===== src/ads_pkg.sv =====
// Package with constants and types for the accessory detect and switch control block
package ads_pkg;

  // Register offsets (word addresses on the plain register port)
  localparam logic [3:0] REG_CTRL = 4'h0;
  localparam logic [3:0] REG_DEVTYPE = 4'h1;
  localparam logic [3:0] REG_INTSTAT = 4'h2;
  localparam logic [3:0] REG_SWITCH = 4'h3;
  localparam logic [3:0] REG_IDSTAT = 4'h4;

  // Control register field positions
  localparam int CTRL_RESET_BIT = 0;
  localparam int CTRL_MANUAL_SEL_BIT = 1;
  localparam int CTRL_SWITCH_HOLD_OVERRIDE_BIT = 2;
  localparam int CTRL_WAIT_BIT = 3;
  localparam int CTRL_TTY_SPKL_BIT = 4;
  localparam logic [7:0] CTRL_RESET_VAL = 8'h02;

  // Interrupt status field positions
  localparam int INT_ATTACH_BIT = 0;
  localparam int INT_DETACH_BIT = 1;
  localparam int INT_UNKNOWN_BIT = 2;

  // Device type field positions
  localparam int DT_USB_BIT = 0;
  localparam int DT_UART_BIT = 1;
  localparam int DT_USB_CHG_BIT = 2;
  localparam int DT_DED_CHG_BIT = 3;
  localparam int DT_5W_BIT = 4;
  localparam int DT_AV_BIT = 5;
  localparam int DT_TTY_BIT = 6;
  localparam int DT_AUDIO1_BIT = 7;
  localparam int DT_JIG_BIT = 8;
  localparam int DT_FACTORY_BIT = 9;

  // Switch vector positions
  localparam int SW_DP_DM = 0;
  localparam int SW_RXD_TXD = 1;
  localparam int SW_SPKR_DP = 2;
  localparam int SW_SPKL_DM = 3;
  localparam int SW_MIC_VBUS = 4;
  localparam int SW_OTG_VBUS = 5;
  localparam int SW_VBUS_PATH = 6;

  // ADC codes
  localparam logic [4:0] ADC_RESERVED0 = 5'h00;
  localparam logic [4:0] ADC_S0 = 5'h01;
  localparam logic [4:0] ADC_S12 = 5'h0D;
  localparam logic [4:0] ADC_UART_JIG2 = 5'h0E;
  localparam logic [4:0] ADC_UART_JIG1 = 5'h0F;
  localparam logic [4:0] ADC_USB_JIG2 = 5'h10;
  localparam logic [4:0] ADC_USB_JIG1 = 5'h11;
  localparam logic [4:0] ADC_FACTORY = 5'h12;
  localparam logic [4:0] ADC_AUDIO2 = 5'h13;
  localparam logic [4:0] ADC_PERIPH = 5'h14;
  localparam logic [4:0] ADC_RESERVED21 = 5'h15;
  localparam logic [4:0] ADC_UART = 5'h16;
  localparam logic [4:0] ADC_5W_T1 = 5'h17;
  localparam logic [4:0] ADC_RESERVED24 = 5'h18;
  localparam logic [4:0] ADC_RESERVED25 = 5'h19;
  localparam logic [4:0] ADC_AV = 5'h1A;
  localparam logic [4:0] ADC_5W_T2 = 5'h1B;
  localparam logic [4:0] ADC_RESERVED28 = 5'h1C;
  localparam logic [4:0] ADC_TTY = 5'h1D;
  localparam logic [4:0] ADC_AUDIO1 = 5'h1E;
  localparam logic [4:0] ADC_ID_LINE_FLOATING = 5'h1F;

  // Switch close wait time in detection clock cycles
  localparam logic [15:0] WAIT_CYCLES = 16'h0400;

  // Accessory classes
  typedef enum logic [3:0] {
    ACC_NONE, ACC_USB_HOST, ACC_UART, ACC_USB_CHG, ACC_DED_CHG, ACC_5W,
    ACC_AV, ACC_TTY, ACC_AUDIO1, ACC_USB_JIG, ACC_UART_JIG, ACC_FACTORY,
    ACC_BUTTON, ACC_UNKNOWN
  } ads_acc_e;

  // Detection states, Gray along standby, identify, active
  typedef enum logic [1:0] {
    ST_STANDBY = 2'b00,
    ST_IDENT = 2'b01,
    ST_ACTIVE = 2'b11,
    ST_UNKNOWN = 2'b10
  } ads_state_e;

endpackage


===== src/ads_id_if.sv =====
// Interface carrying synchronised ID and VBUS sense between the top and the classifier
`timescale 1ns/1ps
`default_nettype none
interface ads_id_if;
  logic [4:0] adc_code;
  logic id_open;
  logic id_not_gnd;
  logic id_high_v;
  logic vbus_present;
  ads_pkg::ads_acc_e acc;
  modport top (output adc_code, id_open, id_not_gnd, id_high_v, vbus_present, input acc);
  modport cls (input adc_code, id_open, id_not_gnd, id_high_v, vbus_present, output acc);
endinterface
`default_nettype wire


===== src/ads_classify.sv =====
// Accessory classifier from ID comparators, ADC code and VBUS sense
`timescale 1ns/1ps
`default_nettype none
module ads_classify (
  ads_id_if.cls id
);

  // Map the ADC code to an accessory class
  function automatic ads_pkg::ads_acc_e decode_adc(input logic [4:0] code);
    ads_pkg::ads_acc_e r;
    r = ads_pkg::ACC_UNKNOWN;
    if (code >= ads_pkg::ADC_S0 && code <= ads_pkg::ADC_S12) begin
      r = ads_pkg::ACC_BUTTON; // RQ19
    end else begin
      case (code)
        ads_pkg::ADC_UART_JIG2, ads_pkg::ADC_UART_JIG1: r = ads_pkg::ACC_UART_JIG; // RQ19
        ads_pkg::ADC_USB_JIG2, ads_pkg::ADC_USB_JIG1: r = ads_pkg::ACC_USB_JIG; // RQ19
        ads_pkg::ADC_FACTORY: r = ads_pkg::ACC_FACTORY; // RQ19
        ads_pkg::ADC_UART: r = ads_pkg::ACC_UART; // RQ20
        ads_pkg::ADC_5W_T1, ads_pkg::ADC_5W_T2: r = ads_pkg::ACC_5W; // RQ20
        ads_pkg::ADC_AV: r = ads_pkg::ACC_AV; // RQ20
        ads_pkg::ADC_TTY: r = ads_pkg::ACC_TTY; // RQ20
        ads_pkg::ADC_AUDIO1: r = ads_pkg::ACC_AUDIO1; // RQ20
        // Audio type 2 and peripheral have no switch set, so unknown
        default: r = ads_pkg::ACC_UNKNOWN; // RQ21
      endcase
    end
    return r;
  endfunction

  // Comparator pattern first, then the ADC code
  always_comb begin
    if (id.id_open && id.id_not_gnd && id.id_high_v) begin
      id.acc = ads_pkg::ACC_FACTORY; // RQ18
    end else if (id.id_open && id.id_not_gnd) begin
      // Floating ID: host with VBUS, else nothing attached
      id.acc = id.vbus_present ? ads_pkg::ACC_USB_HOST : ads_pkg::ACC_NONE; // RQ18
    end else if (!id.id_open && id.id_not_gnd) begin
      id.acc = decode_adc(id.adc_code); // RQ18
    end else begin
      id.acc = ads_pkg::ACC_UNKNOWN; // RQ18
    end
  end

endmodule
`default_nettype wire


===== src/ads_top.sv =====
// Accessory detect and signal switch control, top level with register port
// Overview of operation
// RQ1: TTY identified sets TTY type bit and attach flag.
// RQ2: TTY closes right audio and mic; left only with left speaker enable.
// RQ3: TTY keeps OTG and VBUS path switches open.
// RQ4: TTY has no key detection; detach as audio type 1.
// RQ5: UART cable closes RxD and TxD switches.
// RQ6: UART: Id_line_floating rising sets detach, returns to standby.
// RQ7: Host on floating ID sets USB bit, routes data lines.
// RQ8: Hold closes at once; wait set: after wait time; else until written.
// RQ9: Host raises data only after data switches close.
// RQ10: USB host: VBUS sense falling sets detach, enters standby.
// RQ11: Charger sets its type bit; data closed for USB charger only.
// RQ12: Any charger: VBUS sense falling sets detach, enters standby.
// RQ13: 5-wire or A/V charger sets matching type bit.
// RQ14: Automatic identification runs while manual select is one.
// RQ15: Unknown accessory sets only unknown attach flag.
// RQ16: Unknown: VBUS falling or Id_line_floating rising sets detach, standby.
// RQ17: Reset bit write acts as hardware reset; the sense pipeline and read data here reset on RST_I only.
// RQ18: Comparator pattern decodes resistor, ground, floating, factory.
// RQ19: ADC codes map buttons, UART jigs, USB jigs, factory.
// RQ20: ADC codes map audio, peripheral, UART, 5W, A/V, TTY, float; here audio type 2 and peripheral decode as unknown.
// RQ21: Reserved ADC codes map to no known accessory.
// RQ22: Standby holds every routing switch open.
// RQ23: Wait time is a configurable cycle count.
//
// The placing of the registers and strobed register access were left to the implementer.
`timescale 1ns/1ps
`default_nettype none
module ads_top #(
  parameter logic [15:0] WAIT_COUNT = ads_pkg::WAIT_CYCLES
) (
  // Clock, reset, enable
  input wire logic CLK_SYS_I,
  input wire logic RST_I,
  input wire logic CE_I,
  // Register port
  input wire logic [3:0] ADDR_I,
  input wire logic [15:0] WDATA_I,
  input wire logic WR_I,
  input wire logic RD_I,
  output logic [15:0] RDATA_O,
  // Analog sense inputs
  input wire logic ID_OPEN_COMPARATOR_I,
  input wire logic ID_NOT_GROUNDED_COMPARATOR_I,
  input wire logic ID_HIGH_VOLTAGE_COMPARATOR_I,
  input wire logic VBUS_PRESENT_SENSE_I,
  input wire logic [4:0] ID_ADC_CODE_I,
  // Switch controls
  output logic SW_HOST_DATA_O,
  output logic SW_UART_O,
  output logic SW_RIGHT_AUDIO_O,
  output logic SW_LEFT_AUDIO_O,
  output logic SW_MIC_VBUS_O,
  output logic OTG_VBUS_SWITCH_O,
  output logic VBUS_PATH_SWITCH_O,
  output logic KEY_DETECT_EN_O
);

  ads_id_if id_bus();

  ads_pkg::ads_state_e state_r;
  ads_pkg::ads_acc_e acc_r;

  logic [7:0] ctrl_r;
  logic [9:0] devtype_r;
  logic [2:0] intstat_r;

  logic [6:0] sw_r;
  logic [6:0] sw_nxt;

  logic [15:0] wait_cnt_r;
  logic data_ok_r;

  logic soft_rst;
  logic rst_all;

  logic [2:0] s_open_r, s_ngnd_r, s_hv_r, s_vbus_r;
  logic open_q, ngnd_q, hv_q, vbus_q;
  logic open_prev_r, vbus_prev_r;
  logic [4:0] adc_r;
  logic open_rise, vbus_fall, detach_ev, attach_known, attach_unknown;
  logic wr_ctrl, wr_int;

  // Software reset acts like hardware reset on the next cycle for all but the sense pipeline and read data
  assign soft_rst = CE_I && WR_I && (ADDR_I == ads_pkg::REG_CTRL) && WDATA_I[ads_pkg::CTRL_RESET_BIT]; // RQ17
  assign rst_all = RST_I || soft_rst; // RQ17

  // Three-stage synchronisers, reset to an empty connector's levels
  always_ff @(posedge CLK_SYS_I) begin
    if (RST_I) begin
      s_open_r <= 3'h7;
      s_ngnd_r <= 3'h7;
      s_hv_r <= 3'h0;
      s_vbus_r <= 3'h0;
    end else if (CE_I) begin
      s_open_r <= {s_open_r[1:0], ID_OPEN_COMPARATOR_I};
      s_ngnd_r <= {s_ngnd_r[1:0], ID_NOT_GROUNDED_COMPARATOR_I};
      s_hv_r <= {s_hv_r[1:0], ID_HIGH_VOLTAGE_COMPARATOR_I};
      s_vbus_r <= {s_vbus_r[1:0], VBUS_PRESENT_SENSE_I};
    end
  end

  // Filtered levels change only when the last two stages agree
  always_ff @(posedge CLK_SYS_I) begin
    if (RST_I) begin
      open_q <= 1'b1;
      ngnd_q <= 1'b1;
      hv_q <= 1'b0;
      vbus_q <= 1'b0;
      adc_r <= 5'h00;
    end else if (CE_I) begin
      if (s_open_r[1] == s_open_r[2]) open_q <= s_open_r[2];
      if (s_ngnd_r[1] == s_ngnd_r[2]) ngnd_q <= s_ngnd_r[2];
      if (s_hv_r[1] == s_hv_r[2]) hv_q <= s_hv_r[2];
      if (s_vbus_r[1] == s_vbus_r[2]) vbus_q <= s_vbus_r[2];
      // ADC result is assumed stable while comparators settle
      adc_r <= ID_ADC_CODE_I;
    end
  end

  // Edge history starts idle, so reset makes no false edge
  always_ff @(posedge CLK_SYS_I) begin
    if (RST_I) begin
      open_prev_r <= 1'b1;
      vbus_prev_r <= 1'b0;
    end else if (CE_I) begin
      open_prev_r <= open_q;
      vbus_prev_r <= vbus_q;
    end
  end

  // Detach edges
  assign open_rise = open_q && !open_prev_r;
  assign vbus_fall = !vbus_q && vbus_prev_r;

  // Sense levels to the classifier
  assign id_bus.adc_code = adc_r;
  assign id_bus.id_open = open_q;
  assign id_bus.id_not_gnd = ngnd_q;
  assign id_bus.id_high_v = hv_q;
  assign id_bus.vbus_present = vbus_q;

  ads_classify u_cls (
    .id(id_bus)
  );

  // Detach source depends on the accessory class
  always_comb begin
    case (acc_r)
      ads_pkg::ACC_UART, ads_pkg::ACC_UART_JIG: detach_ev = open_rise; // RQ6
      ads_pkg::ACC_TTY, ads_pkg::ACC_AUDIO1: detach_ev = open_rise; // RQ4
      ads_pkg::ACC_USB_HOST: detach_ev = vbus_fall; // RQ10
      ads_pkg::ACC_USB_CHG, ads_pkg::ACC_DED_CHG, ads_pkg::ACC_5W, ads_pkg::ACC_AV: detach_ev = vbus_fall; // RQ12
      ads_pkg::ACC_UNKNOWN: detach_ev = vbus_fall || open_rise; // RQ16
      default: detach_ev = vbus_fall || open_rise;
    endcase
  end

  // Identification completes from the identify state
  assign attach_known = (state_r == ads_pkg::ST_IDENT) && (id_bus.acc != ads_pkg::ACC_NONE) &&
                        (id_bus.acc != ads_pkg::ACC_UNKNOWN);
  assign attach_unknown = (state_r == ads_pkg::ST_IDENT) && (id_bus.acc == ads_pkg::ACC_UNKNOWN); // RQ15

  // Detection state machine; identification only under automatic select
  always_ff @(posedge CLK_SYS_I) begin
    if (rst_all) begin
      state_r <= ads_pkg::ST_STANDBY;
      acc_r <= ads_pkg::ACC_NONE;
    end else if (CE_I) begin
      case (state_r)
        ads_pkg::ST_STANDBY: begin
          if (ctrl_r[ads_pkg::CTRL_MANUAL_SEL_BIT] && (!open_q || vbus_q)) begin
            state_r <= ads_pkg::ST_IDENT; // RQ14
          end
        end
        ads_pkg::ST_IDENT: begin
          acc_r <= id_bus.acc;
          if (attach_known) state_r <= ads_pkg::ST_ACTIVE;
          else if (attach_unknown) state_r <= ads_pkg::ST_UNKNOWN;
          else state_r <= ads_pkg::ST_STANDBY;
        end
        ads_pkg::ST_ACTIVE, ads_pkg::ST_UNKNOWN: begin
          if (detach_ev) begin
            state_r <= ads_pkg::ST_STANDBY; // RQ6 RQ10 RQ12 RQ16
            acc_r <= ads_pkg::ACC_NONE;
          end
        end
        default: state_r <= ads_pkg::ST_STANDBY;
      endcase
    end
  end

  // Register port decode
  assign wr_ctrl = CE_I && WR_I && (ADDR_I == ads_pkg::REG_CTRL);
  assign wr_int = CE_I && WR_I && (ADDR_I == ads_pkg::REG_INTSTAT);

  // Control register; reset bit is never stored
  always_ff @(posedge CLK_SYS_I) begin
    if (rst_all) begin
      ctrl_r <= ads_pkg::CTRL_RESET_VAL; // RQ17
    end else if (wr_ctrl) begin
      ctrl_r <= {WDATA_I[7:1], 1'b0};
    end
  end

  // Device type bits follow the identified accessory
  always_ff @(posedge CLK_SYS_I) begin
    if (rst_all) begin
      devtype_r <= 10'h000;
    end else if (CE_I) begin
      if (state_r == ads_pkg::ST_IDENT) begin
        devtype_r <= 10'h000;
        case (id_bus.acc)
          ads_pkg::ACC_TTY: devtype_r[ads_pkg::DT_TTY_BIT] <= 1'b1; // RQ1
          ads_pkg::ACC_UART: devtype_r[ads_pkg::DT_UART_BIT] <= 1'b1;
          ads_pkg::ACC_USB_HOST: devtype_r[ads_pkg::DT_USB_BIT] <= 1'b1; // RQ7
          ads_pkg::ACC_USB_CHG: devtype_r[ads_pkg::DT_USB_CHG_BIT] <= 1'b1; // RQ11
          ads_pkg::ACC_DED_CHG: devtype_r[ads_pkg::DT_DED_CHG_BIT] <= 1'b1; // RQ11
          ads_pkg::ACC_5W: devtype_r[ads_pkg::DT_5W_BIT] <= 1'b1; // RQ13
          ads_pkg::ACC_AV: devtype_r[ads_pkg::DT_AV_BIT] <= 1'b1; // RQ13
          ads_pkg::ACC_AUDIO1: devtype_r[ads_pkg::DT_AUDIO1_BIT] <= 1'b1;
          ads_pkg::ACC_USB_JIG, ads_pkg::ACC_UART_JIG: devtype_r[ads_pkg::DT_JIG_BIT] <= 1'b1;
          ads_pkg::ACC_FACTORY: devtype_r[ads_pkg::DT_FACTORY_BIT] <= 1'b1;
          default: devtype_r <= 10'h000;
        endcase
      end else if (state_r == ads_pkg::ST_STANDBY) begin
        devtype_r <= 10'h000;
      end
    end
  end

  // Sticky flags, write one to clear; a new event wins
  always_ff @(posedge CLK_SYS_I) begin
    if (rst_all) begin
      intstat_r <= 3'h0;
    end else if (CE_I) begin
      if (wr_int) intstat_r <= intstat_r & ~WDATA_I[2:0];
      if (attach_known) intstat_r[ads_pkg::INT_ATTACH_BIT] <= 1'b1; // RQ1
      if (attach_unknown) intstat_r[ads_pkg::INT_UNKNOWN_BIT] <= 1'b1; // RQ15
      if ((state_r == ads_pkg::ST_ACTIVE || state_r == ads_pkg::ST_UNKNOWN) && detach_ev) begin
        intstat_r[ads_pkg::INT_DETACH_BIT] <= 1'b1; // RQ6 RQ10 RQ12 RQ16
      end
    end
  end

  // Data switch gating by hold and wait, counted in cycles
  always_ff @(posedge CLK_SYS_I) begin
    if (rst_all) begin
      wait_cnt_r <= 16'h0000;
      data_ok_r <= 1'b0;
    end else if (CE_I) begin
      if (state_r != ads_pkg::ST_ACTIVE) begin
        wait_cnt_r <= 16'h0000;
        data_ok_r <= 1'b0;
      end else if (ctrl_r[ads_pkg::CTRL_SWITCH_HOLD_OVERRIDE_BIT]) begin
        data_ok_r <= 1'b1; // RQ8
      end else if (ctrl_r[ads_pkg::CTRL_WAIT_BIT] && !data_ok_r) begin
        if (wait_cnt_r >= WAIT_COUNT) data_ok_r <= 1'b1; // RQ8 RQ23
        else wait_cnt_r <= wait_cnt_r + 16'h0001; // RQ23
      end
    end
  end

  // Switch selection; host and jig data wait for the gate, host relies on it
  always_comb begin
    sw_nxt = 7'h00;
    if (state_r == ads_pkg::ST_ACTIVE) begin
      case (acc_r)
        ads_pkg::ACC_TTY: begin
          sw_nxt[ads_pkg::SW_SPKR_DP] = 1'b1; // RQ2
          sw_nxt[ads_pkg::SW_MIC_VBUS] = 1'b1; // RQ2
          sw_nxt[ads_pkg::SW_SPKL_DM] = ctrl_r[ads_pkg::CTRL_TTY_SPKL_BIT]; // RQ2
          sw_nxt[ads_pkg::SW_OTG_VBUS] = 1'b0; // RQ3
          sw_nxt[ads_pkg::SW_VBUS_PATH] = 1'b0; // RQ3
        end
        ads_pkg::ACC_AUDIO1: begin
          sw_nxt[ads_pkg::SW_SPKR_DP] = 1'b1;
          sw_nxt[ads_pkg::SW_SPKL_DM] = 1'b1;
          sw_nxt[ads_pkg::SW_MIC_VBUS] = 1'b1;
        end
        ads_pkg::ACC_UART: sw_nxt[ads_pkg::SW_RXD_TXD] = 1'b1; // RQ5
        ads_pkg::ACC_UART_JIG: sw_nxt[ads_pkg::SW_RXD_TXD] = data_ok_r;
        ads_pkg::ACC_USB_HOST: sw_nxt[ads_pkg::SW_DP_DM] = data_ok_r; // RQ7 RQ8
        ads_pkg::ACC_USB_JIG: sw_nxt[ads_pkg::SW_DP_DM] = data_ok_r;
        ads_pkg::ACC_USB_CHG: sw_nxt[ads_pkg::SW_DP_DM] = 1'b1; // RQ11
        default: sw_nxt = 7'h00;
      endcase
    end
  end

  // Switch outputs registered; standby forces everything open
  always_ff @(posedge CLK_SYS_I) begin
    if (rst_all) begin
      sw_r <= 7'h00;
    end else if (CE_I) begin
      sw_r <= (state_r == ads_pkg::ST_STANDBY) ? 7'h00 : sw_nxt; // RQ22
    end
  end

  // Key detection only for audio type 1, never for TTY
  always_ff @(posedge CLK_SYS_I) begin
    if (rst_all) begin
      KEY_DETECT_EN_O <= 1'b0;
    end else if (CE_I) begin
      KEY_DETECT_EN_O <= (state_r == ads_pkg::ST_ACTIVE) && (acc_r == ads_pkg::ACC_AUDIO1); // RQ4
    end
  end

  // Read data one cycle after the strobe; unmapped reads return zero
  always_ff @(posedge CLK_SYS_I) begin
    if (RST_I) begin
      RDATA_O <= 16'h0000;
    end else if (CE_I) begin
      RDATA_O <= 16'h0000;
      if (RD_I) begin
        case (ADDR_I)
          ads_pkg::REG_CTRL: RDATA_O <= {8'h00, ctrl_r};
          ads_pkg::REG_DEVTYPE: RDATA_O <= {6'h00, devtype_r};
          ads_pkg::REG_INTSTAT: RDATA_O <= {13'h0000, intstat_r};
          ads_pkg::REG_SWITCH: RDATA_O <= {9'h000, sw_r};
          ads_pkg::REG_IDSTAT: RDATA_O <= {6'h00, state_r, vbus_q, hv_q, ngnd_q, open_q, adc_r[3:0]};
          default: RDATA_O <= 16'h0000;
        endcase
      end
    end
  end

  // Switch vector to pins
  assign SW_HOST_DATA_O = sw_r[ads_pkg::SW_DP_DM];
  assign SW_UART_O = sw_r[ads_pkg::SW_RXD_TXD];
  assign SW_RIGHT_AUDIO_O = sw_r[ads_pkg::SW_SPKR_DP];
  assign SW_LEFT_AUDIO_O = sw_r[ads_pkg::SW_SPKL_DM];
  assign SW_MIC_VBUS_O = sw_r[ads_pkg::SW_MIC_VBUS];
  assign OTG_VBUS_SWITCH_O = sw_r[ads_pkg::SW_OTG_VBUS];
  assign VBUS_PATH_SWITCH_O = sw_r[ads_pkg::SW_VBUS_PATH];

endmodule
`default_nettype wire


===== config.mk =====
export PLATFORM = sky130hd
export DESIGN_NAME = ads_top
export DESIGN_NICKNAME = d
export VERILOG_FILES = /design/src/ads_pkg.sv /design/src/ads_id_if.sv /design/src/ads_classify.sv /design/src/ads_top.sv
export SDC_FILE = /design/constraint.sdc
export NUM_CORES = 1
export LEC_CHECK = 0
export BUFFER_PORTS_ARGS = -buffer_cell sky130_fd_sc_hd__buf_2
export CELL_PAD_IN_SITES_DETAIL_PLACEMENT = 1
export CELL_PAD_IN_SITES_GLOBAL_PLACEMENT = 2
export CORE_MARGIN = 8
export CORE_UTILIZATION = 38
export DETAILED_ROUTE_END_ITERATION = 16
export GPL_TIMING_DRIVEN = 0
export PLACE_DENSITY = 0.92
export SLEW_MARGIN = 40
export SYNTH_ARGS = -nofsm -noshare
export SYNTH_HDL_FRONTEND = slang
export SYNTH_SLANG_ARGS = --single-unit

===== constraint.sdc =====
create_clock -name CLK_SYS_I -period 2.85 [get_ports CLK_SYS_I]
set_input_delay 0.57 -clock CLK_SYS_I [delete_from_list [all_inputs] [get_ports CLK_SYS_I]]
set_output_delay 0.57 -clock CLK_SYS_I [all_outputs]
set_load 0.03 [all_outputs]

; Yosys cells after proc, flatten, opt, wreduce, memory -nomap -nowiden
; Memory sizes are Yosys's and may differ from the RTL's. A register that Yosys moved wholly into a read port is not among the register bits.
; Cells that the tools add are included.
[word_totals]
regBits = 90
rom_bits = 128
out_inout_bits = 24
word_cells = 168
n_memories = 1
[mem_list]
columns = memory, depth, width, rd, rd_clocked_by_memory_dff, wr, line
row1 = (name not given), 32, 4, 1, 1, 0, ads_classify.sv:15  ; case (code)
[classes]
addsub = 1
order_cmp = 3
n_eq_ne = 39
n_mux = 46
n_bitwise = 2
n_reduce_logical = 53
[ops]
columns = operator, n
row1 = 2-to-1 mux 16 bit, 4
row2 = case mux 10 bit (5 select lines), 1
row3 = equality test 4 x 3 -> 1 bit (second input constant), 9
row4 = equality test 4 bit (second input constant), 8
row5 = 2-to-1 mux 10 bit, 3
row6 = equality test 4 x 2 -> 1 bit (second input constant), 6
row7 = 2-to-1 mux 4 bit, 5
row8 = 2-to-1 mux 1 bit, 18
row9 = logical AND 1 bit, 17
row10 = adder 16 x 1 -> 16 bit (second input constant), 1
row11 = greater-or-equal comparator 16 x 11 -> 1 bit (second input constant), 1
row12 = AND reduction 2 bit, 8
row13 = 2-to-1 mux 5 bit, 3
row14 = equality test 4 x 1 -> 1 bit (second input constant), 3
row15 = nonzero test 2 bit, 6
row16 = AND reduction 3 bit, 3
row17 = 2-to-1 mux 2 bit, 4
row18 = != test 2 bit (second input constant), 4
row19 = case mux 4 bit (2 select lines), 1
row20 = 2-to-1 mux 7 bit, 1
row21 = case mux 1 bit (2 select lines), 3
row22 = case mux 2 bit (3 select lines), 1
row23 = case mux 3 bit (2 select lines), 1
row24 = nonzero test 3 bit, 2
row25 = other kinds (19), 31

; Longest topological paths before layout
; Gate-level depths: netlist of run 1.
[depth]
depth_word = 11
depth_mapped = 8
ltp_nobuf = 5

; Cells and area by module
; A second synthesis of run 1 with hierarchy kept.
[unflattened]
hier_cells = 449
hier_area_um2 = 3953.8
[modules_own_cells]
columns = mod, n_inst, cells_each, area_each_um2
row1 = ads_top, 1, 423, 3766.1
row2 = ads_classify, 1, 26, 187.7

; Worst setup path after synthesis of run 1
; Ideal clock, no wire load.
[synth_timing]
kind = in2reg
start = in ADDR_I[2]
end = reg wait_cnt_r[12]
t_arrival_ns = 1.683
required_time_ns = 2.735
setup_slack_ns = 1.052
path_stages = 8
n_path_buf = 3
path_cell_list = buf_4 -> nor2_2 -> and4b_1 -> buf_6 -> a21o_1 -> buf_6 -> nor2_1 -> and2_1
[synth_between]
elab_chain_cells = 4
[synth_rtl]
columns = element, line
row1 = start: declaration, ads_top.sv:38  ; input wire logic [3:0] ADDR_I,
row2 = logical NOT 4 bit, ads_top.sv:86  ; assign soft_rst = CE_I && WR_I && (ADDR_I == ads_pkg::REG_CTRL) && WDATA_I[ads_pkg::CTRL_RESET_BIT];
row3 = logical AND 1 bit (2 in a row), ads_top.sv:86
row4 = logical OR 1 bit, ads_top.sv:87  ; assign rst_all = RST_I || soft_rst;
row5 = end signal: assignment, ads_top.sv:260  ; else wait_cnt_r <= wait_cnt_r + 16'h0001;
row6 = end: declaration, ads_top.sv:72  ; logic [15:0] wait_cnt_r;
; Every way passes these cells.
; A chain may end at the register's enable or synchronous reset.

; Final worst setup path of run 1
[layout_timing]
start = reg vbus_q, in the netlist id_bus.vbus_present
end = reg acc_r[3]
[layout_between]
elab_chain_cells = 6
[layout_rtl]
columns = element, line
row1 = start: declaration, ads_top.sv:79  ; logic open_q, ngnd_q, hv_q, vbus_q;
row2 = start signal: assignment, ads_top.sv:116  ; if (s_vbus_r[1] == s_vbus_r[2]) vbus_q <= s_vbus_r[2];
row3 = logical NOT 1 bit *, ads_top.sv:135  ; assign vbus_fall = !vbus_q && vbus_prev_r;
row4 = logical AND 1 bit *, ads_top.sv:135
row5 = logical OR 1 bit, "ads_top.sv:155, ads_top.sv:156"
row6 = case mux 1 bit (2 select lines) *, ads_top.sv:150  ; case (acc_r)
row7 = != test 2 bit (no line) *, n/a
row8 = AND reduction 3 bit (no line) *, n/a
row9 = end signal: assignment, ads_top.sv:169  ; acc_r <= ads_pkg::ACC_NONE;
row10 = end signal: assignment, ads_top.sv:178  ; acc_r <= id_bus.acc;
row11 = end signal: assignment, ads_top.sv:186  ; acc_r <= ads_pkg::ACC_NONE;
row12 = end: declaration, ads_top.sv:63  ; ads_pkg::ads_acc_e acc_r;
; Every way passes the cells marked *; elsewhere a longest branch is shown, timed or not.

==> impl_metrics.env, run 1 <==
export IMPL_setup_viol=0
export IMPL_stdcell_area_sq_um=4760
export IMPL_critical_path_required_ps=3070
export IMPL_cp_slowest_cell="a21boi_0"
export IMPL_relSlewSlack_pct=44.0
export IMPL_hold_viol=0
export IMPL_clock_path_buffers=2
export IMPL_dpl_instance_area_sq_um=4550
export IMPL_ir_drop_uv=242
export IMPL_netlist_instances=463
export IMPL_track_usage_pct=16.9
export IMPL_reg2reg_slack_ps=960
export IMPL_final_min_clock_period_ps=1890
export IMPL_powerDensity_nw_per_um2=493
export IMPL_worst_setup_path_start_kind="register"
export IMPL_min_period_over_period_pct=66.2
export IMPL_place_ws_ps=658
export IMPL_grt_max_degree=14
export IMPL_dr_pass1_iters=4
export IMPL_synthArstFlopShare_pct=0
export IMPL_io_pins=58
export IMPL_synth_area_sq_um=4160
export IMPL_drt_iter0_drc=209
export IMPL_cp_end_kind="register"
export IMPL_overflow=0
export IMPL_holdPathStages=2
export IMPL_cts_tree="yes"
export IMPL_yosysUniqueCellTypes=65
export IMPL_ys_warn_count=0
export IMPL_grt_pass1_wl_mm=19.6
export IMPL_drc=0
export IMPL_r2r_end="acc_r[3]$_SDFFE_PP0P_"
export IMPL_ant_nets=0
export IMPL_worstMarginPinSlew_ps=829
export IMPL_cts_root_buf="clkbuf_8"
export IMPL_viasPerCell=5.49
export IMPL_hold_start="ID_OPEN_COMPARATOR_I"
export IMPL_start_util_pct=38.7
export IMPL_ys_ff_latch=85
export IMPL_cts_sinks=85
export IMPL_area_growth_pct=14.4
export IMPL_cts_made_buffers=9
export IMPL_antenna_found_initial=0
export IMPL_slew_viol_final=0
export IMPL_die_w_um=121
export IMPL_mostFrequentLayoutCells="85 x dfxtp_1, 62 x nor2_1, 47 x buf_2"
export IMPL_postLayoutSetupSlackWorst_ps=964
export IMPL_htreeDepth=3
export IMPL_max_cap_viol_count=0
export IMPL_vias=3648
export IMPL_post_cts_buffers=0
export IMPL_hold_path_class="primary input to register"
export IMPL_leakagePower_nw=1.90
export IMPL_port_buffers=38
export IMPL_grt_pass1_vias=3792
export IMPL_place_congestion=0.890
export IMPL_reg2reg_from="id_bus.vbus_present$_SDFFE_PP0P_"
export IMPL_total_power_mw=2.35
export IMPL_reg2reg_depth=6
export IMPL_rsz0062_at_grt="false"
export IMPL_whs_ps=416
export IMPL_fmax_mhz=530
export IMPL_status="finished, final reports clean"
export IMPL_wire_per_inst_um=18.1
export IMPL_syn_avg_cell_area_sq_um=8.99
export IMPL_path_max_fanout=10
export IMPL_fin_nets=555
export IMPL_max_stage_delay_ps=460
export IMPL_diodes=0
export IMPL_worstPathArrival_ps=2110
export IMPL_cts_resized=0
export IMPL_setup_tns_ps=0
export IMPL_place_hpwl_mm=9.17
export IMPL_synth_ff_type="dfxtp_1"
export IMPL_final_common_cell="dfxtp_1"
export IMPL_wl_mm=12.0
export IMPL_clk_latency_ps=360
export IMPL_drive_gt1_share_pct=19.3
export IMPL_core_sq_um=10700
export IMPL_clk_pin_slew_ps=80
export IMPL_seq_area_frac_synth_pct=40.9
export IMPL_crit_chain="buf_2 > nand3b_1 > o21ai_0 > nand3_1 > a21boi_0 > o22ai_1"
export IMPL_clock_skew_ps=15.2
export IMPL_die_y_um=121
export IMPL_setup_worst_path_start="id_bus.vbus_present$_SDFFE_PP0P_"
export IMPL_cts_hold_buf=0
export IMPL_num_rows=38
export IMPL_fp_dieArea_sq_um=14600
export IMPL_synth_edff_count=0
export IMPL_crit_type="register to register"
export IMPL_whs_endpoint="s_open_r[0]$_SDFFE_PP1P_"
-- routing by layer --
| layer | part of all wire [%] | global-route usage (%) | up-vias |
|---|---|---|---|
| li1 | - | - | 1753 |
| met1 | 47 | 22.2 | 1780 |
| met2 | 46 | 27.2 | 96 |
| met3 | 4.5 | 3.12 | 19 |
| met4 | 1.7 | 6.09 | 0 |
| met5 | 0 | 0 | - |
-- cells by family (layout without fill, tap and decap cells) --
kind of cell               count (synthesis)  count (layout)  share of synthesized area [%]
adders and majority gates                  2               2                          0.601
DFF                                       85              85                           40.9
buffers and inverters                     47             101                           6.14
other                                      1               8                         0.0901
and+or+nand+nor                          174             174                           22.6
muxes                                     31              31                           7.88
AOI/OAI and AO/OA                        114             114                           19.9
xor gates and xnor gates                   9               9                           1.89
-- stage by stage --
step | utilization (%) | std cells
final | 44.3 | 664
after global routing | 44.3 | 664
after CTS | 44.3 | 664
after detailed placement | 42.4 | 648
after global placement | 42.4 | 648
after floorplan | - | 470
-- cell type report --
cell class / instances / area (sq um)
Clock buffer: 11 / 131
Clock inverter: 5 / 75.1
Sequential cell: 85 / 1700
Inverter: 11 / 41.3
Tap cell: 140 / 175
Buffer: 36 / 214
Timing Repair Buffer: 38 / 190
Multi-Input combinational cell: 338 / 2230
Fill cell: 1303 / 5990
-- critical path: cells and delay by family (launching register included) --
kind	cells	cell delay, ps
buf+inv	1	170
compound gates	3	840
simple gates	2	440
flops	1	300
-- state kept, by name, indices dropped and copies added (netlist names), 4 cells and up, named ones only --
| register | count |
|---|---|
| ctrl_r | 7 |
| acc_r | 4 |
| devtype_r | 10 |
| wait_cnt_r | 16 |
| RDATA_O | 10 |
| adc_r | 5 |
| sw_r | 4 |
-- Yosys cell counts (4+ instances only) --
master	instances	area, sq um
a211o_1	6	52.6
a21o_1	6	45.0
a21oi_1	23	115
a22o_1	8	70.1
a22oi_1	10	75.1
a32oi_1	8	70.1
and2_1	7	43.8
and3_1	4	25.0
buf_2	9	45.0
buf_4	14	105
clkbuf_1	8	30.0
dfxtp_1	85	1700
inv_1	11	41.3
mux2_2	4	45.0
mux2i_1	26	260
nand2_1	31	116
nand2b_1	9	56.3
nand3_1	11	55.1
nand3b_1	5	37.5
nand4_1	5	31.3
nand4b_1	4	35.0
nor2_1	62	233
nor2b_1	9	56.3
nor3_1	5	25.0
o211ai_1	4	30.0
o21a_1	5	37.5
o21ai_0	15	75.1
o22ai_1	7	43.8
or2_2	4	25.0
xnor2_1	5	43.8
xor2_1	4	35.0
-- report_power, final --
part           total, mW  internal (mW)  switching, mW
clock              0.919          0.490          0.428
combinational      0.205         0.0783          0.127
sequential          1.22           1.20         0.0185
total               2.35           1.77          0.574
-- worst max-delay path by stage --
stage,to,slack [ps],cells past startpoint
floorplan,wait_cnt_r[12]$_SDFFE_PP0P_,1050,8
global placement,RDATA_O[6]$_SDFFE_PP0P_,690,7
detailed placement,acc_r[1]$_SDFFE_PP0P_,660,7
CTS,acc_r[1]$_SDFFE_PP0P_,980,6
global route,acc_r[3]$_SDFFE_PP0P_,750,6
finish,acc_r[3]$_SDFFE_PP0P_,960,6
(Power assumes the default switching activity.)
==> run 2, diff against run 1 <==
Settings changed: CORE_UTILIZATION 38 to 32, PLACE_DENSITY 0.92 to 0.83.
Clock period 2.85 ns to 1.65 ns, I/O delays scaled along.
==> impl_metrics.env, run 2 (synthesis results as in run 1) <==
export IMPL_antenna_found_initial=0
export IMPL_track_usage_pct=15.8
export IMPL_worstMarginPinSlew_ps=543
export IMPL_relSlewSlack_pct=63.8
export IMPL_die_y_um=130
export IMPL_cts_root_buf="clkbuf_16"
export IMPL_leakagePower_nw=2.04
export IMPL_path_max_fanout=4
export IMPL_grt_pass1_vias=3894
export IMPL_overflow=0
export IMPL_hold_path_class="primary input to register"
export IMPL_postLayoutSetupSlackWorst_ps=-73.7
export IMPL_slew_viol_final=0
export IMPL_whs_ps=189
export IMPL_wire_per_inst_um=18.2
export IMPL_crit_type="register to register"
export IMPL_rsz0062_at_grt="true"
export IMPL_fin_nets=571
export IMPL_final_common_cell="dfxtp_1"
export IMPL_area_growth_pct=23.2
export IMPL_largestRegisters="wait_cnt_r x16, RDATA_O x10, devtype_r x10"
export IMPL_holdPathStages=2
export IMPL_vias=3703
export IMPL_wl_mm=13.0
export IMPL_min_period_over_period_pct=104
export IMPL_core_sq_um=12700
export IMPL_largest_reg_flops=16
export IMPL_cts_tree="yes"
export IMPL_cts_made_buffers=9
export IMPL_worstPathArrival_ps=2010
export IMPL_crit_chain="nor4_4 > buf_4 > o21ai_4 > nor4b_4 > buf_4 > a32oi_1 > nor2_1"
export IMPL_drt_iter0_drc=244
export IMPL_die_w_um=130
export IMPL_place_ws_ps=-326
export IMPL_cp_end_kind="register"
export IMPL_diodes=0
export IMPL_status="complete, but fails checks"
export IMPL_powerDensity_nw_per_um2=885
export IMPL_fin_cells=712
export IMPL_regMostFlops="wait_cnt_r"
export IMPL_io_pins=58
export IMPL_place_hpwl_mm=9.51
export IMPL_max_cap_viol_count=0
export IMPL_fp_dieArea_sq_um=16900
export IMPL_clk_latency_ps=350
export IMPL_ir_drop_uv=574
export IMPL_cp_slowest_cell="dfxtp_4"
export IMPL_reg2reg_depth=7
export IMPL_clock_path_buffers=2
export IMPL_htreeDepth=3
export IMPL_critical_path_required_ps=1930
export IMPL_drc=0
export IMPL_fmax_mhz=580
export IMPL_hold_viol=0
export IMPL_setup_viol=5
export IMPL_cts_sinks=85
export IMPL_worst_setup_path_start_kind="register"
export IMPL_cts_hold_buf=0
export IMPL_ant_nets=0
export IMPL_start_util_pct=32.8
export IMPL_viasPerCell=5.20
export IMPL_grt_max_degree=14
export IMPL_num_rows=41
export IMPL_violations="negative setup slack"
export IMPL_max_stage_delay_ps=360
export IMPL_dr_pass1_iters=4
export IMPL_port_buffers=38
export IMPL_crit_path_frequent_cell="buf_4"
export IMPL_grt_pass1_wl_mm=20.6
export IMPL_drive_gt1_share_pct=26.3
export IMPL_placed_cells=680
export IMPL_place_congestion=0.824
export IMPL_clk_pin_slew_ps=60
export IMPL_clock_skew_ps=6.44
export IMPL_final_min_clock_period_ps=1720
export IMPL_mostFrequentLayoutCells="81 x dfxtp_1, 59 x nor2_1, 46 x buf_2"
==> run 2: cell types whose count changed in the layout (fill, tap and decap cells not counted), moves of 3 or more <==
cell,change
clkbuf_1,-4
nor2_2,+3
nor2_1,-3
dfxtp_1,-4
o21ai_0,-3
dfxtp_2,+3
clkbuf_16,+9
buf_4,+14
clkbuf_2,+4
clkbuf_8,-8
==> run 2: final cells by class <==
type                            count  area, sq um
Fill cell                        1494         7540
Buffer                             36          225
Multi-Input combinational cell    338         2320
Clock buffer                       12          246
Clock inverter                      4         47.5
Sequential cell                    85         1710
Inverter                           11         41.3
Timing Repair Buffer               54          318
Tap cell                          172          215
==> run 2: critical path: cells and delay by family, from the launching register on <==
kind                   cells  cell delay (ps)
AOI/OAI and AO/OA          2              190
buffers and inverters      2              380
DFF                        1              360
and+or+nand+nor            3              730
==> run 2: metal layers <==
metal | routed length [um] | GRT usage, % | part of all wire, %
met5 | 0 | 0 | 0
met4 | 216 | 5.33 | 1.7
met3 | 714 | 4.57 | 5.5
met2 | 6100 | 25.0 | 47
met1 | 5960 | 20.2 | 46
==> run 2: power by group <==
part           internal [mW]  leakage, nW  switching, mW  total [mW]
combinational          0.152         1.21          0.235       0.387
sequential              2.08        0.690         0.0298        2.11
clock                   1.21        0.143          0.828        2.04
==> run 2: worst paths after layout <==
path,from,endpoint,slack (ps)
setup / recovery,adc_r[2]$_SDFFE_PP0P_,devtype_r[6]$_SDFFE_PP0P_,-70
hold / removal,ID_OPEN_COMPARATOR_I,s_open_r[0]$_SDFFE_PP1P_,190
setup reg to reg,adc_r[2]$_SDFFE_PP0P_,devtype_r[6]$_SDFFE_PP0P_,-70
hold reg to reg,devtype_r[3]$_SDFFE_PP0P_,devtype_r[3]$_SDFFE_PP0P_,460
==> run 2: metrics by stage <==
step	utilization (%)	power [mW]	setup TNS (ps)	cell area, sq um
final	40.5	4.54	-217	5130
after CTS	39.1	4.57	0	4960
after detailed placement	36.2	2.52	-10140	4590
after global placement	36.2	2.50	-8260	4590
after floorplan	-	2.40	0	4190
after global routing	40.5	4.71	-1400	5130
==> run 2: timing repair <==
item / CTS / global route
resized for setup: 10 / 30
endpoints found under the setup margin: 18 / 28
buffers inserted: 6 / 10
cloned: 0 / 0
pin swaps: 3 / 19
==> run 3, diff against run 2 <==
Settings changed: SKIP_CTS_REPAIR_TIMING set to 1.
==> impl_metrics.env, run 3 (synthesis results as in run 1) <==
export IMPL_crit_type="register to register"
export IMPL_crit_chain="nor4_4 > buf_4 > o211ai_1 > a21boi_2 > buf_4 > a32oi_1 > nor2_1"
export IMPL_p_int_mw=3.44
export IMPL_grt_pass1_wl_mm=20.4
export IMPL_wire_per_inst_um=18.2
export IMPL_largest_reg_flops=16
export IMPL_postLayoutSetupSlackWorst_ps=-144
export IMPL_core_sq_um=12700
export IMPL_mostFrequentLayoutCells="82 x dfxtp_1, 61 x nor2_1, 46 x buf_2"
export IMPL_relSlewSlack_pct=61.7
export IMPL_antenna_found_initial=0
export IMPL_htreeDepth=3
export IMPL_clk_pin_slew_ps=60
export IMPL_area_growth_pct=21.3
export IMPL_place_congestion=0.824
export IMPL_io_pins=58
export IMPL_power_switching_mw=1.10
export IMPL_slew_viol_final=0
export IMPL_cp_end_kind="register"
export IMPL_final_common_cell="dfxtp_1"
export IMPL_num_rows=41
export IMPL_start_util_pct=32.8
export IMPL_setup_viol=12
export IMPL_leakagePower_nw=2.01
export IMPL_status="complete, but fails checks"
export IMPL_die_w_um=130
export IMPL_hold_path_class="primary input to register"
export IMPL_worst_setup_path_start_kind="register"
export IMPL_cts_root_buf="clkbuf_16"
export IMPL_cts_made_buffers=9
export IMPL_drt_iter0_drc=160
export IMPL_cp_slowest_cell="dfxtp_4"
export IMPL_utilization_pct=39.8
export IMPL_dr_pass1_iters=4
export IMPL_worstMarginPinSlew_ps=574
export IMPL_grt_max_degree=14
export IMPL_min_period_over_period_pct=109
export IMPL_swShare_pct=24.2
export IMPL_fmax_mhz=557
export IMPL_path_max_fanout=5
export IMPL_final_min_clock_period_ps=1790
export IMPL_track_usage_pct=15.7
export IMPL_max_cap_viol_count=0
export IMPL_grt_pass1_vias=3849
export IMPL_combPwrFrac_pct=8.5
export IMPL_ant_nets=0
export IMPL_crit_path_frequent_cell="buf_4"
export IMPL_violations="negative setup slack"
export IMPL_clk_latency_ps=350
export IMPL_port_buffers=38
export IMPL_diodes=0
export IMPL_cts_tree="yes"
export IMPL_worstPathArrival_ps=2080
export IMPL_drc=0
export IMPL_drive_gt1_share_pct=24.5
export IMPL_fin_nets=566
export IMPL_vias=3697
export IMPL_place_hpwl_mm=9.51
export IMPL_clock_path_buffers=2
export IMPL_wl_mm=12.9
export IMPL_total_power_mw=4.54
export IMPL_hold_viol=0
export IMPL_regMostFlops="wait_cnt_r"
export IMPL_powerDensity_nw_per_um2=900
export IMPL_die_y_um=130
export IMPL_fp_dieArea_sq_um=16900
export IMPL_ir_drop_uv=578
export IMPL_rsz0062_at_grt="true"
export IMPL_clock_skew_ps=6.99
export IMPL_critical_path_required_ps=1930
export IMPL_largestRegisters="wait_cnt_r x16, RDATA_O x10, devtype_r x10"
export IMPL_overflow=0
export IMPL_seq_power_share_pct=46.5
export IMPL_max_stage_delay_ps=360
export IMPL_clkPwrFrac_pct=45.0
export IMPL_cts_sinks=85
export IMPL_viasPerCell=5.23
run 3: cell count changes in the layout (fill, tap and decap cells not counted), moves of 2 or more:
cell and delta:
buf_6 -2, nor2_2 -2, nor2_1 +2, buf_4 -3
run 3: per-layer routing:
layer	up-vias	GRT usage [%]	part of all wire [%]
met1	1828	20.2	47
met3	16	4.57	4.7
met2	79	24.6	46
met5	-	0	0
li1	1774	-	-
met4	0	5.33	1.6
run 3: layout make-up:
class                      instances  area, sq um
fill                            1487         7630
multi-input combinational        338         2290
sequential                        85         1710
timing repair buffer              49          273
clock buffer                      12          246
buffer                            36          223
tap                              172          215
clock inverter                     4         47.5
inverter                          11         41.3
run 3: worst paths after layout:
check / start / end / slack [ps] / depth (start not counted)
worst max-delay path: adc_r[3]$_SDFFE_PP0P_ / devtype_r[6]$_SDFFE_PP0P_ / -140 / 7
worst max register to register: adc_r[3]$_SDFFE_PP0P_ / devtype_r[6]$_SDFFE_PP0P_ / -140 / 7
worst min-delay path: ID_OPEN_COMPARATOR_I / s_open_r[0]$_SDFFE_PP1P_ / 190 / 2
worst min register to register: devtype_r[3]$_SDFFE_PP0P_ / devtype_r[3]$_SDFFE_PP0P_ / 460 / 2
run 3: stage by stage:
step | hold slack [ps] | area [sq um] | TNS (ps) | setup WS (ps) | std cells
2_1_floorplan | 430 | 4190 | 0 | 92.5 | 470
3_3_place_gp | 440 | 4590 | -8260 | -266 | 680
3_5_place_dp | 452 | 4590 | -10140 | -326 | 680
4_1_cts | 179 | 4890 | -2310 | -203 | 696
5_1_grt | 199 | 5040 | -1870 | -206 | 707
6_report | 189 | 5040 | -929 | -144 | 707
run 3: power by group through the flow:
| stage | Clock [mW] | Combinational (mW) | Sequential, mW |
|---|---|---|---|
| after global routing | 2.17 | 0.417 | 2.11 |
| final | 2.04 | 0.384 | 2.11 |
| after floorplan | 0 | 0.252 | 2.15 |
| after CTS | 2.09 | 0.360 | 2.11 |
| after global placement | 0 | 0.348 | 2.16 |
| after detailed placement | 0 | 0.359 | 2.16 |
run 3: worst max-delay path, delay by kind of cell, from the launching register on:
kind            cells  cell delay [ps]
simple gates        2              480
buf+inv             2              350
flops               1              360
compound gates      3              540
